===== src/verilog/vemx_pkg.sv =====
// Purpose: Shared constants for the mixer, programming-data and gain register group
// Assumes: Subaddress register port with 8-bit data
// Notes: Offsets are the subaddresses seen on the register port
package vemx_pkg;
    localparam logic [7:0] ADDR_LUT_U = 8'h51;
    localparam logic [7:0] ADDR_LUT_V = 8'h52;
    localparam logic [7:0] ADDR_LUT_Y = 8'h53;
    localparam logic [7:0] ADDR_PATH_CTRL = 8'h54;
    localparam logic [7:0] ADDR_PROG_B5 = 8'h55;
    localparam logic [7:0] ADDR_PROG_B11 = 8'h56;
    localparam logic [7:0] ADDR_PROG_B12 = 8'h57;
    localparam logic [7:0] ADDR_PROG_B13 = 8'h58;
    localparam logic [7:0] ADDR_PROG_B14 = 8'h59;
    localparam logic [7:0] ADDR_SC_PHASE = 8'h5a;
    localparam logic [7:0] ADDR_GAIN_U_LO = 8'h5b;
    localparam logic [7:0] ADDR_GAIN_V_LO = 8'h5c;
    localparam logic [7:0] ADDR_GAIN_U_HI = 8'h5d;
    localparam logic [7:0] ADDR_GAIN_V_HI = 8'h5e;

    localparam int BIT_INS_EN = 7;
    localparam int BIT_ENC_SRC = 5;
    localparam int BIT_RGB_SRC = 4;
    localparam int BIT_EDGE_B = 1;
    localparam int BIT_EDGE_A = 0;
    localparam int BIT_GAIN_MSB = 7;

    localparam logic [7:0] RST_LUT = 8'h80;
    localparam logic [7:0] RST_PATH_CTRL = 8'h0c;
    localparam logic [7:0] RST_OTHER = 8'h00;
    localparam logic [7:0] CHROMA_OFFSET = 8'h80;

    localparam int PROG_BYTES = 5;
    localparam int PROG_BITS = PROG_BYTES * 8;
    localparam int FADE_W = 6;
    // Bit period of the programming-data line payload, in ns
    localparam int PROG_BIT_NS = 200;
    localparam int CLK_NS = 10;
    localparam int PROG_BIT_CYC = (PROG_BIT_NS + CLK_NS - 1) / CLK_NS;

    typedef enum logic [1:0] {
        VEMX_IDLE = 2'b01,
        VEMX_SEND = 2'b10
    } vemx_prog_state_t;
endpackage


===== src/verilog/vemx_port_sampler.sv =====
// Purpose: Samples a pixel port on the chosen edge of its pin clock
// Assumes: Pin clock far slower than clk; data stable around the chosen edge
// Notes: Three-stage synchronisers; a level change counts when stages two and three agree
`timescale 1ns/100ps
module vemx_port_sampler #(
    parameter int WIDTH = 24
) (
    input wire logic clk,
    input wire logic rst_n,
    input wire logic pinClk,
    input wire logic [WIDTH-1:0] pinData,
    input wire logic fallingEdge,
    output logic [WIDTH-1:0] sampleData,
    output logic sampleValid
);
    // Elaboration check on the port width
    if (WIDTH < 1) begin
        $error("WIDTH must be positive");
    end

    logic [2:0] clkSync_ff;
    logic [WIDTH-1:0] dat1_ff, dat2_ff, dat3_ff;
    logic level_ff, nxt_level;
    logic [WIDTH-1:0] sample_ff, nxt_sample;
    logic valid_ff, nxt_valid;
    logic rise, fall;

    always_comb begin
        nxt_level = level_ff;
        if (clkSync_ff[1] == clkSync_ff[2]) begin
            nxt_level = clkSync_ff[2];
        end
        rise = nxt_level & ~level_ff;
        fall = ~nxt_level & level_ff;
        nxt_valid = fallingEdge ? fall : rise;
        nxt_sample = nxt_valid ? dat3_ff : sample_ff;
    end

    always_ff @(posedge clk or negedge rst_n) begin
        if (!rst_n) begin
            clkSync_ff <= 3'h0;
            dat1_ff <= '0;
            dat2_ff <= '0;
            dat3_ff <= '0;
            level_ff <= 1'b0;
            sample_ff <= '0;
            valid_ff <= 1'b0;
        end else begin
            clkSync_ff <= {clkSync_ff[1:0], pinClk};
            dat1_ff <= pinData;
            dat2_ff <= dat1_ff;
            dat3_ff <= dat2_ff;
            level_ff <= nxt_level;
            sample_ff <= nxt_sample;
            valid_ff <= nxt_valid;
        end
    end

    assign sampleData = sample_ff;
    assign sampleValid = valid_ff;
endmodule


===== src/verilog/vemx_regs.sv =====
// Purpose: Key-2 colour table, path select, sampling edge, programming data, phase and chroma gains
// Assumes: Subaddress register port already decoded from the serial control bus
// Notes: Port A carries video, port B the compressed-video pixels; both are {Y,U,V}
`timescale 1ns/100ps
// Function
// - Three key-2 table bytes, reset 80H, replace colour
// - Enable bit 7 inserts programming data line 16
// - Bit 5 picks encoder source: port B or fader
// - Bit 4 picks RGB source: port B or fader
// - Bits 1/0 pick falling or rising port edge
// - Five payload bytes 55H-59H, sent LSB first
// - Eight-bit subcarrier phase, 360/256 degree steps
// - Blue gain nine bits: 5BH low, 5DH MSB
// - Red gain nine bits: 5CH low, 5EH MSB
// - Zero blue gain removes U contribution
// - Zero red gain removes V contribution
// - Key 2 blends video and table by fade
// - Bit 7 of 5DH/5EH holds gain MSB
module vemx_regs #(
    parameter int PROG_BIT_CYCLES = vemx_pkg::PROG_BIT_CYC
) (
    input wire logic clk,
    input wire logic rst_n,
    input wire logic regWrEn,
    input wire logic regRdEn,
    input wire logic [7:0] regAddr,
    input wire logic [7:0] regWrData,
    output logic [7:0] regRdData,
    input wire logic portAClk,
    input wire logic [23:0] inputPortA,
    input wire logic portBClk,
    input wire logic [23:0] inputPortB,
    input wire logic key2Detect,
    input wire logic [5:0] key2FadeFactor,
    input wire logic line16Start,
    output logic [23:0] encoderPix,
    output logic [23:0] rgbPix,
    output logic pixValid,
    output logic [7:0] uChroma,
    output logic [7:0] vChroma,
    output logic [7:0] subcarrierPhase,
    output logic progDataBit,
    output logic progDataActive
);
    // Elaboration check: the bit divider is eight bits wide
    if (PROG_BIT_CYCLES < 1 || PROG_BIT_CYCLES > 255) begin
        $error("PROG_BIT_CYCLES out of range");
    end

    // Register state
    logic [7:0] key2_lut_u_ff, key2_lut_v_ff, key2_lut_y_ff, pathCtrl_ff, phase_ff, gainULo_ff, gainVLo_ff;
    logic [7:0] nxt_key2_lut_u, nxt_key2_lut_v, nxt_key2_lut_y, nxt_pathCtrl, nxt_phase, nxt_gainULo, nxt_gainVLo;
    logic gainUHi_ff, gainVHi_ff, nxt_gainUHi, nxt_gainVHi;
    logic [7:0] progByte_ff [vemx_pkg::PROG_BYTES];
    logic [7:0] nxt_progByte [vemx_pkg::PROG_BYTES];
    logic [7:0] rdData_ff, nxt_rdData;
    logic [8:0] blueGain, redGain;

    always_comb begin
        nxt_key2_lut_u = key2_lut_u_ff;
        nxt_key2_lut_v = key2_lut_v_ff;
        nxt_key2_lut_y = key2_lut_y_ff;
        nxt_pathCtrl = pathCtrl_ff;
        nxt_phase = phase_ff;
        nxt_gainULo = gainULo_ff;
        nxt_gainVLo = gainVLo_ff;
        nxt_gainUHi = gainUHi_ff;
        nxt_gainVHi = gainVHi_ff;
        nxt_progByte = progByte_ff;
        if (regWrEn) begin
            case (regAddr)
                vemx_pkg::ADDR_LUT_U: nxt_key2_lut_u = regWrData;
                vemx_pkg::ADDR_LUT_V: nxt_key2_lut_v = regWrData;
                vemx_pkg::ADDR_LUT_Y: nxt_key2_lut_y = regWrData;
                vemx_pkg::ADDR_PATH_CTRL: nxt_pathCtrl = regWrData; // Stored as written
                vemx_pkg::ADDR_PROG_B5: nxt_progByte[0] = regWrData;
                vemx_pkg::ADDR_PROG_B11: nxt_progByte[1] = regWrData;
                vemx_pkg::ADDR_PROG_B12: nxt_progByte[2] = regWrData;
                vemx_pkg::ADDR_PROG_B13: nxt_progByte[3] = regWrData;
                vemx_pkg::ADDR_PROG_B14: nxt_progByte[4] = regWrData;
                vemx_pkg::ADDR_SC_PHASE: nxt_phase = regWrData;
                vemx_pkg::ADDR_GAIN_U_LO: nxt_gainULo = regWrData;
                vemx_pkg::ADDR_GAIN_V_LO: nxt_gainVLo = regWrData;
                vemx_pkg::ADDR_GAIN_U_HI: nxt_gainUHi = regWrData[vemx_pkg::BIT_GAIN_MSB];
                vemx_pkg::ADDR_GAIN_V_HI: nxt_gainVHi = regWrData[vemx_pkg::BIT_GAIN_MSB];
                default: ;
            endcase
        end
        nxt_rdData = rdData_ff;
        if (regRdEn) begin
            case (regAddr)
                vemx_pkg::ADDR_LUT_U: nxt_rdData = key2_lut_u_ff;
                vemx_pkg::ADDR_LUT_V: nxt_rdData = key2_lut_v_ff;
                vemx_pkg::ADDR_LUT_Y: nxt_rdData = key2_lut_y_ff;
                vemx_pkg::ADDR_PATH_CTRL: nxt_rdData = pathCtrl_ff;
                vemx_pkg::ADDR_PROG_B5: nxt_rdData = progByte_ff[0];
                vemx_pkg::ADDR_PROG_B11: nxt_rdData = progByte_ff[1];
                vemx_pkg::ADDR_PROG_B12: nxt_rdData = progByte_ff[2];
                vemx_pkg::ADDR_PROG_B13: nxt_rdData = progByte_ff[3];
                vemx_pkg::ADDR_PROG_B14: nxt_rdData = progByte_ff[4];
                vemx_pkg::ADDR_SC_PHASE: nxt_rdData = phase_ff;
                vemx_pkg::ADDR_GAIN_U_LO: nxt_rdData = gainULo_ff;
                vemx_pkg::ADDR_GAIN_V_LO: nxt_rdData = gainVLo_ff;
                vemx_pkg::ADDR_GAIN_U_HI: nxt_rdData = {gainUHi_ff, 7'h00};
                vemx_pkg::ADDR_GAIN_V_HI: nxt_rdData = {gainVHi_ff, 7'h00};
                default: nxt_rdData = 8'h00;
            endcase
        end
    end

    always_ff @(posedge clk or negedge rst_n) begin
        if (!rst_n) begin
            key2_lut_u_ff <= vemx_pkg::RST_LUT;
            key2_lut_v_ff <= vemx_pkg::RST_LUT;
            key2_lut_y_ff <= vemx_pkg::RST_LUT;
            pathCtrl_ff <= vemx_pkg::RST_PATH_CTRL;
            phase_ff <= vemx_pkg::RST_OTHER;
            gainULo_ff <= vemx_pkg::RST_OTHER;
            gainVLo_ff <= vemx_pkg::RST_OTHER;
            gainUHi_ff <= 1'b0;
            gainVHi_ff <= 1'b0;
            for (int i = 0; i < vemx_pkg::PROG_BYTES; i++) begin
                progByte_ff[i] <= vemx_pkg::RST_OTHER;
            end
            rdData_ff <= 8'h00;
        end else begin
            key2_lut_u_ff <= nxt_key2_lut_u;
            key2_lut_v_ff <= nxt_key2_lut_v;
            key2_lut_y_ff <= nxt_key2_lut_y;
            pathCtrl_ff <= nxt_pathCtrl;
            phase_ff <= nxt_phase;
            gainULo_ff <= nxt_gainULo;
            gainVLo_ff <= nxt_gainVLo;
            gainUHi_ff <= nxt_gainUHi;
            gainVHi_ff <= nxt_gainVHi;
            progByte_ff <= nxt_progByte;
            rdData_ff <= nxt_rdData;
        end
    end

    assign blueGain = {gainUHi_ff, gainULo_ff};
    assign redGain = {gainVHi_ff, gainVLo_ff};

    // Input ports
    logic [23:0] portAData, portBData;
    logic portAValid, portBValid;

    vemx_port_sampler #(.WIDTH(24)) portASampler (
        .clk(clk),
        .rst_n(rst_n),
        .pinClk(portAClk),
        .pinData(inputPortA),
        .fallingEdge(pathCtrl_ff[vemx_pkg::BIT_EDGE_A]),
        .sampleData(portAData),
        .sampleValid(portAValid)
    );

    vemx_port_sampler #(.WIDTH(24)) portBSampler (
        .clk(clk),
        .rst_n(rst_n),
        .pinClk(portBClk),
        .pinData(inputPortB),
        .fallingEdge(pathCtrl_ff[vemx_pkg::BIT_EDGE_B]),
        .sampleData(portBData),
        .sampleValid(portBValid)
    );

    // Weight w runs 0..64 so a full-scale fade gives exactly the video pixel
    function automatic logic [7:0] vemx_blend(input logic [7:0] vid, input logic [7:0] lut,
                                              input logic [5:0] fade);
        logic [6:0] w;
        logic [15:0] acc;
        w = {1'b0, fade} + {6'h00, fade[5]};
        acc = 16'(w * vid) + 16'((7'h40 - w) * lut);
        return acc[13:6];
    endfunction

    // Pixel paths
    logic [23:0] faderPix, encPix_ff, nxt_encPix, rgbPix_ff, nxt_rgbPix;
    logic pixValid_ff, nxt_pixValid;
    logic [7:0] uChroma_ff, nxt_uChroma, vChroma_ff, nxt_vChroma;
    logic signed [16:0] uProd, vProd;

    always_comb begin
        faderPix = portBData;
        if (key2Detect) begin
            faderPix = {vemx_blend(portAData[23:16], key2_lut_y_ff, key2FadeFactor),
                        vemx_blend(portAData[15:8], key2_lut_u_ff, key2FadeFactor),
                        vemx_blend(portAData[7:0], key2_lut_v_ff, key2FadeFactor)};
        end
        nxt_pixValid = portBValid;
        nxt_encPix = encPix_ff;
        nxt_rgbPix = rgbPix_ff;
        nxt_uChroma = uChroma_ff;
        nxt_vChroma = vChroma_ff;
        uProd = $signed(portBData[15:8] ^ vemx_pkg::CHROMA_OFFSET) * $signed(blueGain);
        vProd = $signed(portBData[7:0] ^ vemx_pkg::CHROMA_OFFSET) * $signed(redGain);
        if (portBValid) begin
            nxt_encPix = pathCtrl_ff[vemx_pkg::BIT_ENC_SRC] ? faderPix : portBData;
            nxt_rgbPix = pathCtrl_ff[vemx_pkg::BIT_RGB_SRC] ? faderPix : portBData;
            nxt_uChroma = uProd[14:7]; // Zero gain gives zero product
            nxt_vChroma = vProd[14:7];
        end
    end

    always_ff @(posedge clk or negedge rst_n) begin
        if (!rst_n) begin
            encPix_ff <= 24'h000000;
            rgbPix_ff <= 24'h000000;
            pixValid_ff <= 1'b0;
            uChroma_ff <= 8'h00;
            vChroma_ff <= 8'h00;
        end else begin
            encPix_ff <= nxt_encPix;
            rgbPix_ff <= nxt_rgbPix;
            pixValid_ff <= nxt_pixValid;
            uChroma_ff <= nxt_uChroma;
            vChroma_ff <= nxt_vChroma;
        end
    end

    // Programming-data line payload
    vemx_pkg::vemx_prog_state_t progState_ff, nxt_progState;
    logic [vemx_pkg::PROG_BITS-1:0] shift_ff, nxt_shift;
    logic [5:0] bitCnt_ff, nxt_bitCnt;
    logic [7:0] div_ff, nxt_div;
    logic progBit_ff, nxt_progBit, progAct_ff, nxt_progAct;
    logic bitTick, progLoad;

    always_comb begin
        nxt_progState = progState_ff;
        nxt_shift = shift_ff;
        nxt_bitCnt = bitCnt_ff;
        nxt_div = div_ff;
        nxt_progBit = progBit_ff;
        nxt_progAct = progAct_ff;
        bitTick = (div_ff == 8'(PROG_BIT_CYCLES - 1));
        progLoad = 1'b0;
        case (progState_ff)
            vemx_pkg::VEMX_IDLE: begin
                if (line16Start && pathCtrl_ff[vemx_pkg::BIT_INS_EN]) begin
                    progLoad = 1'b1;
                    // Snapshot so mid-line writes cannot tear the packet
                    nxt_shift = {progByte_ff[4], progByte_ff[3], progByte_ff[2],
                                 progByte_ff[1], progByte_ff[0]};
                    nxt_progBit = progByte_ff[0][0];
                    nxt_progAct = 1'b1;
                    nxt_bitCnt = 6'h00;
                    nxt_div = 8'h00;
                    nxt_progState = vemx_pkg::VEMX_SEND;
                end
            end
            vemx_pkg::VEMX_SEND: begin
                nxt_div = bitTick ? 8'h00 : div_ff + 8'h01;
                if (bitTick) begin
                    if (bitCnt_ff == 6'(vemx_pkg::PROG_BITS - 1)) begin
                        nxt_progAct = 1'b0;
                        nxt_progBit = 1'b0;
                        nxt_progState = vemx_pkg::VEMX_IDLE;
                    end else begin
                        nxt_shift = {1'b0, shift_ff[vemx_pkg::PROG_BITS-1:1]};
                        nxt_progBit = shift_ff[1];
                        nxt_bitCnt = bitCnt_ff + 6'h01;
                    end
                end
            end
            default: begin
                nxt_progState = vemx_pkg::VEMX_IDLE;
                nxt_progAct = 1'b0;
                nxt_progBit = 1'b0;
            end
        endcase
    end

    always_ff @(posedge clk or negedge rst_n) begin
        if (!rst_n) begin
            progState_ff <= vemx_pkg::VEMX_IDLE;
            shift_ff <= '0;
            bitCnt_ff <= 6'h00;
            div_ff <= 8'h00;
            progBit_ff <= 1'b0;
            progAct_ff <= 1'b0;
        end else begin
            progState_ff <= nxt_progState;
            shift_ff <= nxt_shift;
            bitCnt_ff <= nxt_bitCnt;
            div_ff <= nxt_div;
            progBit_ff <= nxt_progBit;
            progAct_ff <= nxt_progAct;
        end
    end

    assign regRdData = rdData_ff;
    assign encoderPix = encPix_ff;
    assign rgbPix = rgbPix_ff;
    assign pixValid = pixValid_ff;
    assign uChroma = uChroma_ff;
    assign vChroma = vChroma_ff;
    assign subcarrierPhase = phase_ff;
    assign progDataBit = progBit_ff;
    assign progDataActive = progAct_ff;
endmodule

===== config.mk =====
export PLATFORM = sky130hd
export DESIGN_NAME = vemx_regs
export DESIGN_NICKNAME = d
export VERILOG_FILES = /design/src/verilog/vemx_pkg.sv /design/src/verilog/vemx_port_sampler.sv /design/src/verilog/vemx_regs.sv
export SDC_FILE = /design/constraint.sdc
export NUM_CORES = 2
export LEC_CHECK = 0
export BUFFER_PORTS_ARGS = -buffer_cell sky130_fd_sc_hd__buf_4
export CORE_ASPECT_RATIO = 1.25
export CORE_MARGIN = 2
export CORE_UTILIZATION = 65
export CTS_BUF_LIST = sky130_fd_sc_hd__clkbuf_4 sky130_fd_sc_hd__clkbuf_8
export CTS_CLUSTER_SIZE = 24
export DETAILED_ROUTE_END_ITERATION = 16
export PLACE_DENSITY = 0.91
export SYNTH_ARGS = -nofsm -noshare
export SYNTH_HDL_FRONTEND = slang
export SYNTH_SLANG_ARGS = --single-unit

===== constraint.sdc =====
create_clock -name clk -period 9 [get_ports clk]
set_input_delay 0.9 -clock clk [delete_from_list [all_inputs] [get_ports clk]]
set_output_delay 0.9 -clock clk [all_outputs]
set_load 0.1 [all_outputs]

-- Word-level counts from Yosys, hierarchy flattened
Index checks and enable logic that the tools add are counted.
- mux-type cells: 31
- eq/ne operators: 24
- add/subtract/negate cells: 7
- divide/modulo/power cells: 0
- magnitude comparators: 0
- bitwise operators: 10
- reduce and logical (&&, ||, !) cells: 20
- $mul: 8
- shift-type cells: 0
- operator list (operator ; count):
    $mux 40 ; 3
    $eq 8x7->1 const B ; 14
    $pmux 8 s14 ; 1
    $pmux 40 s2 ; 1
    $mux 24 ; 3
    $add 14x14->14 ; 3
    $mul 7x8->14 ; 3
    $mul 16x8->14 ; 2
    $reduce_and 2->1 ; 16
    $mul 8x9->15 ; 2
    $mux 6 ; 3
    $mux 8 ; 2
    $pmux 8 s2 ; 1
    $mul 8x9->14 ; 1
    $pmux 6 s2 ; 1
    $mux 1 ; 10
    $add 8x1->8 const B ; 1
    $eq 8x5->1 const B ; 1
    $ne 2x2->1 const B ; 4
    $sub 7x7->8 const A ; 1
    $add 6x1->7 ; 1
    $add 6x1->6 const B ; 1
    $eq 6x6->1 const B ; 1
    $mux 2 ; 3
    11 further kinds ; 21
- ROM bits: 0
- bits in latches: 0
- RAM bits: 0
- output and inout bits: 83
- memories kept: 0
- flip-flop bits (word level): 430
- input port bits: 78

-- Longest topological paths before layout
- depth after elaboration: 6
- mapped depth: 31

-- Modules after synthesis
Synthesis repeated with hierarchy kept, for this count alone.
- cell total of the unflattened synthesis: 3300
- area total of the unflattened synthesis: 34414.3 um^2
- modules (own cells, without submodules) (module ; area each (um^2) ; cells each ; times used ; seq. area each (um^2)):
    vemx_regs ; 26754.4 ; 2746 ; 1 ; 5688.0
    vemx_port_sampler ; 3829.9 ; 277 ; 2 ; 2527.4

-- Worst setup path after synthesis
OpenSTA, ideal clock, no wires.
- kind: input-to-reg
- start: in key2FadeFactor[0]
- end: reg encPix_ff[15], in the netlist encoderPix[15]
- data required time: 8934 ps
- cell stages on the path: 30
- setup slack: 687 ps
- buffers on the path: 2
- setup time: 66 ps
- data arrival time: 8247 ps
- cells stage by stage: ha_1 -> ha_1 -> clkbuf_1 -> inv_1 -> ha_1 -> inv_1 -> or2_2 -> nand4bb_1 -> or3_4 -> nand2_1 -> clkbuf_1 -> nand2_1 -> fa_1 -> fa_1 -> fa_1 -> inv_1 -> fa_1 -> fa_1 -> inv_1 -> fa_1 -> inv_1 -> ha_1 -> and3_1 -> and3_4 -> o31ai_4 -> nor2_1 -> a2111oi_2 -> xnor3_1 -> a21oi_1 -> a21o_1
- cells in the longest elaborated chain, start to end: 6
- ends and longest elaborated chain (item ; line ; source):
    from (decl) ; vemx_regs.sv:34 ; input wire logic [5:0] key2FadeFactor,
    $add 6x1->7 * ; vemx_regs.sv:173 ; w = {1'b0, fade} + {6'h00, fade[5]};
    $sub 7x7->8 ; vemx_regs.sv:174 ; acc = 16'(w * vid) + 16'((7'h40 - w) * lut);
    $mul 16x8->14 ; vemx_regs.sv:174 ;
    $add 14x14->14 * ; vemx_regs.sv:174 ;
    $mux 24 * ; vemx_regs.sv:186 ; if (key2Detect) begin
    $mux 24 * ; vemx_regs.sv:199 ; nxt_encPix = pathCtrl_ff[vemx_pkg::BIT_ENC_SRC] ? faderPix : portBData;
    to (signal assigned) ; vemx_regs.sv:214 ; encPix_ff <= nxt_encPix;
    to (decl) ; vemx_regs.sv:179 ; logic [23:0] faderPix, encPix_ff, nxt_encPix, rgbPix_ff, nxt_rgbPix;
Every way passes the cells marked *; elsewhere a longest branch is shown, timed or not.
A chain may end at the register's enable or synchronous reset.

-- Worst setup path in the final report
- start: in key2FadeFactor[5]
- end: reg encPix_ff[20], in the netlist encoderPix[20]
The elaborated chain is that of the path after synthesis.

==> impl_metrics.ini <==
[route]
drc = 0
route.vias.total = 22800
wl_per_cell_microns = 21.8
viasPerCell = 6.00
first_pass_iters = 8
routed_wl_mm = 83.0
ant_nets = 0
dr.first_iter.drc_count = 1814

[worst_setup_path]
critPathArrivalTime_ns = 8.74
startpoint_type = input port
cp_common_cell = fa_1
crit_start = key2FadeFactor[5]
max_stage_delay_ns = 0.55
crit_fanout = 14
cpMaxStageDelayCell = fa_1
endpoint_kind = flip-flop
r2r-start = key2_lut_u_ff[0]$_DFFE_PN0P_
critical_path_required_ns = 9.60
rr_worst_depth = 20
crit_type = input port to flip-flop

[global_route]
grt_remaining_overflow = 0
grtUsageTotal_pct = 34.1
grt_first_pass_wirelength_mm = 135
grt_pass1_vias = 25800
grt_max_degree = 159
antenna_found_initial = 2

[floorplan]
die_y_microns = 253
die_area_sq_um = 51400
rows = 91
initial_core_util_pct = 65.6
pin_count = 161
die_w_microns = 203
core-area_sq_um = 49200

[sta]
fmax_mhz = 123
skew_ns = 0.0343
finalCritPeriodShare_pct = 90.5
final.min_clock_period_ns = 8.14
fin_setup_tns_ns = 0
drv_slew = 0
final-setup-viol-count = 0
worst_pin_slew_ns = 1.13
hold_viol_final = 0
whs_ns = 0.221
relSlewSlack_pct = 23.5
rsz0062_at_grt = false

[yosys]
synthSimpleGateAreaFrac_pct = 11.9
synth.mux.area_fraction_pct = 7.80
netlist.area_leader.share_pct = 32.7
ys_warn_count = 0
synth_cell_types = 73
synthXorXnorAreaFrac_pct = 3.21
synth_compound_area_share_pct = 5.57
synth_enable_flop_cells = 0
synth_area_per_cell_sq_um = 10.8
synth_ff_type = dfrtp_1
synth_top_cell_by_area = dfrtp_1
ys_seq_area_share_pct = 33.2
synthAdderAreaFrac_pct = 31.2
syn_area_sq_um = 32300
synth.area.top_cells = dfrtp_1 33%, fa_1 24%, ha_1 7.6%
async_reset_ff_share_pct = 100
syn_inst = 2976
syn_nets = 3629
synth_top_family_by_area = adder cells
synth_seq_cells = 428

[cells_and_area]
nets = 3755
drive_gt1_share_pct = 16.6
final-seq-area_sq_um = 10700
design_area_sq_um = 35500
post-route-util_pct = 72.3
fill_cells = 3146
multi_input_area_sq_um = 19300
areaGrowthSynthToFinish_pct = 10.2

[clocking]
clkSinkCount = 428
clk_latency_ns = 0.67
cts-resized-gates = 0
postCtsSetupRepairBufs = 0
cts_buffers = 69
cts_buffer_depth = 3
clkSlewWorstSetupHoldPaths_ns = 0.06
cts-root-buf = clkbuf_8
ctsHtreeMaxLevel = 3
hold_buffers = 0
cts_tree = built

[placement]
routabilityCongestion = 0.967
numPortBuffers = 160
placed_area_sq_um = 34000
hpwl_mm = 61.3

[hold_path]
hold_class = input port to asynchronous set/reset pin

[run]
maxCapViolations = 0

[power_and_ir_drop]
power.total_uw = 9370
p_leak_uw = 0.0177
powerDensity_nw_per_um2 = 264
peakVddDrop_v = 0.000384

[run_status]
status = completed
-- sequential cells by signal (all words and copies together) (netlist names), 24 cells and up --
signal / flops
portASampler.dat2_ff: 24
portASampler.dat3_ff: 24
progByte_ff: 40
portBSampler.dat2_ff: 24
portASampler.sampleData: 24
portBSampler.dat1_ff: 24
rgbPix: 24
shift_ff: 39
portASampler.dat1_ff: 24
portBSampler.dat3_ff: 24
portBSampler.sampleData: 24
encoderPix: 24
-- synth_stat cells, drive strengths merged (8+ instances only) --
master,number
nand3,24
nor2b,8
or2,16
mux2i,60
nor3,14
nand2b,8
ha,195
a221oi,11
buf,14
dfrtp,422
o21ai,62
xnor2,72
clkbuf,122
mux2,166
a211oi,29
o22ai,12
nor2,89
fa,380
a31oi,8
nand2,282
inv,473
and3,18
xor2,35
a21o,38
a21oi,44
and2,266
a22oi,20
-- layout make-up --
class / instances / share of cell area [%]
clock inverters: 14 / 0.373
diodes: 2 / 0.0141
repair buffers: 191 / 4.09
clock buffers: 109 / 3.83
multi-input cells: 1937 / 54.2
well taps: 651 / 2.29
flip-flops and latches: 428 / 30.2
inverters: 475 / 5.02
-- through the flow --
step,instances,worst slack (ns)
floorplan,2976,0.687
global placement,3682,0.563
detailed placement,3682,0.398
CTS,3805,1.07
global route,3806,0.471
finish,3807,0.855
-- layout by cell type, fill, tap and decap left out, types with 60 or more instances in the layout --
cell type | synthesis | layout
inv_1 | 473 | 472
mux2i_1 | 60 | 60
fa_1 | 380 | 380
xnor2_1 | 71 | 70
ha_1 | 195 | 194
o21ai_0 | 62 | 62
clkbuf_8 | 0 | 87
nor2_1 | 89 | 86
and2_1 | 266 | 266
mux2_2 | 166 | 166
dfrtp_1 | 422 | 421
buf_4 | 1 | 189
nand2_1 | 282 | 282
-- worst paths after layout --
path / endpoint / slack (ns)
max in group asynchronous: portASampler.dat3_ff[19]$_DFF_PN0_ / 6.68
worst max-delay path: encoderPix[20]$_DFFE_PN0P_ / 0.86
worst min-delay path: vChroma[3]$_DFFE_PN0P_ / 0.22
worst max register to register: rgbPix[15]$_DFFE_PN0P_ / 2.49
min in group clk: portASampler.dat2_ff[1]$_DFF_PN0_ / 0.34
worst min register to register: portASampler.dat2_ff[1]$_DFF_PN0_ / 0.34
-- worst max-delay path, delay by kind of cell --
| family | cells | cell delay [ns] |
|---|---|---|
| xor+xnor | 1 | 0.53 |
| mux | 1 | 0.20 |
| compound gates | 5 | 1.43 |
| simple gates | 5 | 1.04 |
| fa+ha+maj | 10 | 3.95 |
| buf+inv | 7 | 0.68 |
-- metal layers --
metal	vias to the layer above	share of wire, %	GRT usage (%)
met5	-	0	0
li1	9659	-	-
met1	11600	35	39.6
met3	406	7.6	6.85
met2	1161	51	57.6
met4	0	7.1	22.9
-- cell families after synthesis --
family          count (synthesis)
buf+inv                       611
flops                         428
compound gates                267
xor+xnor                      111
fa+ha+maj                     577
mux                           228
simple gates                  754
-- power by group --
part | internal (uW) | switching [uW]
clock | 997 | 801
combinational | 1790 | 3250
sequential | 2190 | 344
total | 4980 | 4390
Power figures use the tool's default switching activity.
